## src/pkg/swrf_defs.svh

```systemverilog
// constants of the shadow, write-protect and ring filter register bank
`ifndef SWRF_DEFS_SVH
`define SWRF_DEFS_SVH

// register indices; byte address is four times the index
`define SWRF_IDX_SER2_COPY 8'hC4
`define SWRF_IDX_WP_OVR 8'hC5
`define SWRF_IDX_RING_CTL 8'hC6

// reset values
`define SWRF_RST_SER2_COPY 8'h00
`define SWRF_RST_WP_OVR 8'h00
`define SWRF_RST_RING_CTL 8'h00

// serial fifo control copy fields
`define SWRF_FC_RXTRIG_HI 7
`define SWRF_FC_RXTRIG_LO 6
`define SWRF_FC_DMA 3
`define SWRF_FC_TXCLR 2
`define SWRF_FC_RXCLR 1
`define SWRF_FC_EN 0
`define SWRF_FC_KEEP_MASK 8'hCF

// write protect override and ring filter fields
`define SWRF_WP_BIT 0
`define SWRF_WP_MASK 8'h01
`define SWRF_RING_MASK 8'h07

// timing
`define SWRF_CLK_HZ 125000000
`define SWRF_RING_MIN_HZ 15
`define SWRF_TRAIN_MS 200
`define SWRF_MS_PER_S 1000

`endif

```

## src/pkg/swrf_pkg.sv

```systemverilog
// types of the shadow, write-protect and ring filter register bank
package swrf_pkg;
	typedef enum logic [1:0] {
		SWRF_REG_SER2 = 2'b00,
		SWRF_REG_WP = 2'b01,
		SWRF_REG_RING = 2'b10,
		SWRF_REG_NONE = 2'b11
	} swrf_reg_t;
	typedef logic [7:0] swrf_byte_t;
endpackage : swrf_pkg

```

## src/swrf_regs.sv

```systemverilog
// shadow, write-protect override and ring filter register bank on apb
//
// How it works
// - a read-only register copies the second serial port fifo control.
// - the override bit forces write protect active while drive 0 is selected.
// - the override acts on both the drive path and the parallel port path.
// - override bits 7:1 read zero and the register resets to zero.
// - the ring filter register is read/write with bits 7:3 reserved.
// - bit 0 picks the event of ring_in_n; ring_filtered_n is always filtered for a 15 Hz train lasting 200 ms into a low pulse.
// - with filtering on, the falling edge of that low pulse is the ring event.
// - with filtering off, any falling edge on the pin is the ring event.
// - bit 1 picks the event of ring_ind_port1_n the same way.
// - bit 2 picks the event of ring_ind_port2_n the same way.
// - core write protect combines drive 0 select, override and drive input.
`timescale 1ns/100ps
`default_nettype none
`include "swrf_defs.svh"

module swrf_regs #(
	parameter int unsigned ADDR_W = 12,
	parameter int unsigned CNT_W = 26,
	// longest gap between falling edges of a qualifying train
	parameter int unsigned GAP_CYC = `SWRF_CLK_HZ / `SWRF_RING_MIN_HZ,
	// least train length before the filtered pulse starts
	parameter int unsigned TRAIN_CYC =
		(`SWRF_CLK_HZ / `SWRF_MS_PER_S) * `SWRF_TRAIN_MS
) (
	input wire logic pclk,
	input wire logic presetn,
	input wire logic psel,
	input wire logic penable,
	input wire logic pwrite,
	input wire logic [ADDR_W-1:0] paddr,
	input wire logic [31:0] pwdata,
	output logic [31:0] prdata,
	output logic pready,
	output logic pslverr,
	input wire logic ser2_fifo_ctrl_wr,
	input wire swrf_pkg::swrf_byte_t ser2_fifo_ctrl_data,
	input wire logic drive0_select_n,
	input wire logic write_protect_in_n,
	input wire logic pp_write_protect_in_n,
	output logic write_protect_core_n,
	output logic pp_write_protect_core_n,
	input wire logic ring_in_n,
	input wire logic ring_ind_port1_n,
	input wire logic ring_ind_port2_n,
	output logic [2:0] ring_filtered_n,
	output logic [2:0] ring_event
);
	import swrf_pkg::*;

	localparam int unsigned NCH = 3;

	////////////////////////////////////////////////////////////////////
	// elaboration checks

	if (ADDR_W < 10) begin : g_chk_addr
		$error("swrf_regs: ADDR_W too small for the register map");
	end
	if (GAP_CYC < 1 || TRAIN_CYC < 1) begin : g_chk_cyc
		$error("swrf_regs: cycle counts must be at least one");
	end
	if (CNT_W > 31 || GAP_CYC >= (1 << CNT_W) ||
		TRAIN_CYC >= (1 << CNT_W)) begin : g_chk_cnt
		$error("swrf_regs: CNT_W cannot hold the cycle counts");
	end

	////////////////////////////////////////////////////////////////////
	// address decode

	function automatic swrf_reg_t swrf_decode(
		input logic [ADDR_W-1:0] addr
	);
		logic [ADDR_W-1:0] a_ser2;
		logic [ADDR_W-1:0] a_wp;
		logic [ADDR_W-1:0] a_ring;
		a_ser2 = ADDR_W'({`SWRF_IDX_SER2_COPY, 2'b00});
		a_wp = ADDR_W'({`SWRF_IDX_WP_OVR, 2'b00});
		a_ring = ADDR_W'({`SWRF_IDX_RING_CTL, 2'b00});
		if (addr == a_ser2) begin
			swrf_decode = SWRF_REG_SER2;
		end else if (addr == a_wp) begin
			swrf_decode = SWRF_REG_WP;
		end else if (addr == a_ring) begin
			swrf_decode = SWRF_REG_RING;
		end else begin
			swrf_decode = SWRF_REG_NONE;
		end
	endfunction : swrf_decode

	////////////////////////////////////////////////////////////////////
	// apb slave: one wait state, answer on the second access cycle

	logic access;
	logic done;
	logic wr_done;
	swrf_reg_t sel_reg;

	assign access = psel & penable;
	assign done = access & pready;
	assign wr_done = done & pwrite;
	assign sel_reg = swrf_decode(paddr);

	swrf_byte_t ser2_copy_q;
	swrf_byte_t wp_ovr_q;
	swrf_byte_t ring_ctl_q;
	swrf_byte_t rd_byte;

	always_comb begin
		rd_byte = 8'h00;
		case (sel_reg)
			SWRF_REG_SER2: rd_byte = ser2_copy_q;
			SWRF_REG_WP: rd_byte = wp_ovr_q;
			SWRF_REG_RING: rd_byte = ring_ctl_q;
			default: rd_byte = 8'h00;
		endcase
	end

	always_ff @(posedge pclk or negedge presetn) begin
		if (!presetn) begin
			pready <= 1'b0;
			pslverr <= 1'b0;
			prdata <= 32'h0000_0000;
		end else if (access && !pready) begin
			pready <= 1'b1;
			pslverr <= (sel_reg == SWRF_REG_NONE);
			prdata <= pwrite ? 32'h0000_0000 : {24'h00_0000, rd_byte};
		end else begin
			pready <= 1'b0;
			pslverr <= 1'b0;
			prdata <= 32'h0000_0000;
		end
	end

	////////////////////////////////////////////////////////////////////
	// serial fifo control copy

	always_ff @(posedge pclk or negedge presetn) begin
		if (!presetn) begin
			ser2_copy_q <= `SWRF_RST_SER2_COPY;
		end else if (ser2_fifo_ctrl_wr) begin
			ser2_copy_q <= ser2_fifo_ctrl_data & `SWRF_FC_KEEP_MASK;
		end
	end
	// no host write path exists for the copy

	////////////////////////////////////////////////////////////////////
	// write protect override

	always_ff @(posedge pclk or negedge presetn) begin
		if (!presetn) begin
			wp_ovr_q <= `SWRF_RST_WP_OVR;
		end else if (wr_done && sel_reg == SWRF_REG_WP) begin
			wp_ovr_q <= pwdata[7:0] & `SWRF_WP_MASK;
		end
	end

	logic force_wp;
	assign force_wp = wp_ovr_q[`SWRF_WP_BIT] & ~drive0_select_n;

	// same override on the parallel port path
	always_ff @(posedge pclk or negedge presetn) begin
		if (!presetn) begin
			write_protect_core_n <= 1'b1;
			pp_write_protect_core_n <= 1'b1;
		end else begin
			write_protect_core_n <= write_protect_in_n & ~force_wp;
			pp_write_protect_core_n <= pp_write_protect_in_n & ~force_wp;
		end
	end

	////////////////////////////////////////////////////////////////////
	// ring filter select and per-input filters

	always_ff @(posedge pclk or negedge presetn) begin
		if (!presetn) begin
			ring_ctl_q <= `SWRF_RST_RING_CTL;
		end else if (wr_done && sel_reg == SWRF_REG_RING) begin
			ring_ctl_q <= pwdata[7:0] & `SWRF_RING_MASK;
		end
	end

	logic [NCH-1:0] ring_pins_n;
	assign ring_pins_n = {ring_ind_port2_n, ring_ind_port1_n, ring_in_n};

	localparam logic [CNT_W-1:0] GAP_MAX = CNT_W'(GAP_CYC);
	localparam logic [CNT_W-1:0] TRAIN_MIN = CNT_W'(TRAIN_CYC);

	for (genvar ch = 0; ch < NCH; ch++) begin : g_ring
		logic prev_q;
		logic [CNT_W-1:0] gap_q;
		logic [CNT_W-1:0] train_q;
		logic fall;
		logic in_train;
		logic filt_d;

		assign fall = prev_q & ~ring_pins_n[ch];
		// a train lives while edges come no further apart than the gap
		assign in_train = (gap_q < GAP_MAX);
		// low for the train once it has lasted long enough
		assign filt_d = ~(in_train && train_q >= TRAIN_MIN);

		always_ff @(posedge pclk or negedge presetn) begin
			if (!presetn) begin
				prev_q <= 1'b1;
			end else begin
				prev_q <= ring_pins_n[ch];
			end
		end

		// idle reset value: no recent edge, so no train
		always_ff @(posedge pclk or negedge presetn) begin
			if (!presetn) begin
				gap_q <= GAP_MAX;
			end else if (fall) begin
				gap_q <= '0;
			end else if (in_train) begin
				gap_q <= gap_q + 1'b1;
			end
		end

		always_ff @(posedge pclk or negedge presetn) begin
			if (!presetn) begin
				train_q <= '0;
			end else if (!in_train) begin
				train_q <= '0;
			end else if (train_q < TRAIN_MIN) begin
				train_q <= train_q + 1'b1;
			end
		end

		always_ff @(posedge pclk or negedge presetn) begin
			if (!presetn) begin
				ring_filtered_n[ch] <= 1'b1;
			end else begin
				ring_filtered_n[ch] <= filt_d;
			end
		end

		always_ff @(posedge pclk or negedge presetn) begin
			if (!presetn) begin
				ring_event[ch] <= 1'b0;
			end else if (ring_ctl_q[ch]) begin
				// leading edge of the filtered pulse
				ring_event[ch] <= ring_filtered_n[ch] & ~filt_d;
			end else begin
				ring_event[ch] <= fall;
			end
		end
	end

endmodule : swrf_regs
`default_nettype wire
```

## config.mk

```make
export PLATFORM = sky130hd
export DESIGN_NAME = swrf_regs
export DESIGN_NICKNAME = d
export VERILOG_FILES = /design/src/pkg/swrf_pkg.sv /design/src/swrf_regs.sv
export VERILOG_INCLUDE_DIRS = /design/src /design/src/pkg
export SDC_FILE = /design/constraint.sdc
export NUM_CORES = 1
export LEC_CHECK = 0
export BUFFER_PORTS_ARGS = -buffer_cell sky130_fd_sc_hd__buf_2
export CAP_MARGIN = 20
export CORE_MARGIN = 5
export CORE_UTILIZATION = 64
export DETAILED_ROUTE_END_ITERATION = 16
export PLACE_DENSITY = 0.86
export SYNTH_ARGS = -nofsm -noshare
export SYNTH_HDL_FRONTEND = slang
export SYNTH_SLANG_ARGS = --single-unit
export TNS_END_PERCENT = 100
```

## constraint.sdc

```tcl
create_clock -name pclk -period 4.1 [get_ports pclk]
set_clock_uncertainty 0.15 [all_clocks]
set_input_delay 0.41 -clock pclk [delete_from_list [all_inputs] [get_ports pclk]]
set_output_delay 0.41 -clock pclk [all_outputs]
set_load 0.01 [all_outputs]
```

==> metrics.txt <==
die width=131.6 microns; Filler cells=1000; number of clock sinks=185; TNS Setup=0 ns; Fin Hold WS=0.03481 ns; worst hold path class=primary input to flop; run status=finished, final reports clean; DRC violations left=0; Seq/Total Area, Yosys=49.51%; filler-free cell count of the finished design=1228; Yosys reg bits=185; clock-pin slew on the worst setup and hold paths=0.07 ns; global-route wire length before repair=33870 microns; fmax=361.9 MHz; clock root cell=clkbuf_16; Post-CTS Setup Repair Bufs=0; via/cell ratio=5.831; Worst Reg-to-Reg Cells=6; CP arrival=2.97 ns; Post-synth EDFFs=0; Setup violations, final=0; P_leak=4.614 nW; Core Region=14530 sq um; critical hold path startpoint=write_protect_in_n; CP Class=flop to flop; CTS Buffer Depth=2; hold path endpoint=write_protect_core_n$_DFF_PN1_; Synth Cell Area=9462 sq um; Pwr per Cell Area=402.4 nW/um^2; hpwl dp=12690 microns; Period minus WS final=2.763 ns; max-cap violations=0; CP Capture Type=flop; fin nets=1106; final wirelength=19570 microns; Multi-input gate area=4479 sq um; critical path data required time=4.31 ns; Post-synth ARST share=100.0%; RSZ-0062 raised after global routing=no; Final Wtd Congestion=0.8369; worst skew pair latency=0.43 ns; synth unique cells=57; crit path max fanout=28; Pre-antenna DRT Iters=5; Post-Synthesis Cells=981; Num CTS Buffers=17; Ys Warns=0; Worst R2R End=ring_event[0]$_DFF_PN0_; startpoint types=flop; final worst-path cycle share=67.39%; Area Growth Syn to Fin=10.88%; ys flop type=dfrtp_1; initial core utilization=65.10%; WHS Path Cells=2; CTS tree=done; num ports=106; layout cells sized above 1=14.00%; Port Buffer Count=48; vias in the first global route=6937; post-DR wirelength/cell=15.94 microns; normalized max-slew margin=33.01%; reg-to-reg slack, setup=1.34 ns; row count=44; GRT Overall Usage=23.37%; Crit Reg-Reg Startpoint=g_ring[0].gap_q[10]$_DFFE_PN0P_; Max Slew Vio Count=0; largest net degree at the start of global routing=110; FF/Latch Area=4684 sq um; initial antenna violation count=2; H-tree depth=4; Slew @ Worst Pin=1.005 ns; DR iter-0 viols=632; Vias=7161; cts hold-fix bufs=4; Mapped Avg Cell Area=9.645 sq um; Placed Cells=1191; die area=17320 sq um; Routed Antenna Nets=0; Fin. Hold Viols=0; CTS resizes=0; Die H=131.6 microns; GRT overflow=0; worst vdd ir=0.3029 mV
-- per-stage QoR --
step | utilization (%) | cell area [sq um] | setup slack (ns) | power [W]
after CTS | 72.17 | 10490 | 1.358 | 0.004253
after detailed placement | 67.55 | 9818 | 1.391 | 0.002489
after global routing | 72.18 | 10490 | 1.186 | 0.004420
after floorplan | - | 9555 | 1.566 | 0.002372
after global placement | 67.55 | 9818 | 1.413 | 0.002469
final | 72.18 | 10490 | 1.337 | 0.004222
-- synthesized netlist by cell type (12+ instances only) --
library cell  count  area, sq um
nor2_1          165        619.3
dfrtp_1         141         3528
xor2_1           75        656.9
nand3_1          57        285.3
nand2_1          48        180.2
nand4_1          47        294.0
dfstp_2          44         1156
xnor2_1          42        367.9
a21oi_1          29        145.1
inv_1            28        105.1
clkbuf_1         27        101.4
buf_4            26        195.2
nor3_1           24        120.1
and2_1           23        143.9
and3_1           21        131.4
and4_1           20        175.2
o21ai_0          20        100.1
or3_1            13        81.33
ha_1             12        150.1
-- final cells by class --
| class | count | area share, % |
|---|---|---|
| multi-input combinational | 738 | 42.70 |
| antenna | 1 | 0.02385 |
| sequential | 185 | 44.65 |
| tap | 184 | 2.194 |
| clock inverter | 10 | 1.586 |
| inverter | 28 | 1.002 |
| clock buffer | 22 | 4.425 |
| timing repair buffer | 60 | 3.423 |
-- report_power, final --
group	leakage, nW	switching [W]	internal [W]
logic	1.95	0.000214	0.000152
registers	2.36	0.000137	0.00196
clock network	0.301	0.000700	0.00106
total	4.61	0.00105	0.00317
-- state kept, by name (all words and copies together) (netlist names) --
signal / cells
g_ring.gap_q: 78
g_ring.prev_q: 3
g_ring.train_q: 78
pp_write_protect_core_n: 1
prdata: 6
pready: 1
pslverr: 1
ring_ctl_q: 3
ring_event: 3
ring_filtered_n: 3
ser2_copy_q: 6
wp_ovr_q: 1
write_protect_core_n: 1
-- cell families after synthesis --
group / count (synthesis) / share of synthesized area, %
simple gates: 471 / 25.62
mux: 15 / 1.719
other cells: 1 / 0.03963
buf+inv: 83 / 4.337
fa+ha+maj: 12 / 1.587
compound gates: 97 / 6.361
xor+xnor: 117 / 10.83
flops: 185 / 49.51
-- worst max-delay path, stage by stage, from the launching register on --
cell and delay, ns:
dfrtp_1 0.45, or4_1 0.54, o31a_1 0.27, o31ai_2 0.32, nand2_2 0.39, or2_1 0.40, o22ai_1 0.16
-- per-layer routing --
layer	global-route usage [%]	share of wire [%]	vias to the layer above	wire length (microns)
met4	8.457	1.8	2	345
met1	31.62	44	3458	8521
met2	37.92	50	211	9808
met3	4.434	4.5	30	883
li1	-	-	3460	-
met5	0	0.066	-	13
-- worst max-delay path by stage --
stage / slack, ns / startpoint / to
after global placement: 1.41 / g_ring[0].gap_q[10]$_DFFE_PN0P_ / ring_event[0]$_DFF_PN0_
after CTS: 1.36 / g_ring[0].gap_q[10]$_DFFE_PN0P_ / ring_event[0]$_DFF_PN0_
after floorplan: 1.57 / g_ring[0].gap_q[10]$_DFFE_PN0P_ / g_ring[0].gap_q[5]$_DFFE_PN0P_
after global routing: 1.19 / g_ring[1].gap_q[19]$_DFFE_PN1P_ / g_ring[1].gap_q[5]$_DFFE_PN0P_
after detailed placement: 1.39 / g_ring[0].gap_q[10]$_DFFE_PN0P_ / ring_event[0]$_DFF_PN0_
final: 1.34 / g_ring[0].gap_q[10]$_DFFE_PN0P_ / ring_event[0]$_DFF_PN0_
-- placed cells by master, fill, tap and decap left out, types with 21 or more instances in the layout --
cell type	Yosys	final
and2_1	23	23
nor3_1	24	24
dfrtp_1	141	141
conb_1	1	26
nor2_1	165	165
xnor2_1	42	42
dfstp_2	44	44
inv_1	28	28
buf_2	1	47
nand2_1	48	48
nand3_1	57	57
a21oi_1	29	29
nand4_1	47	47
xor2_1	75	75
and3_1	21	21
Power figures use the tool's default switching activity.
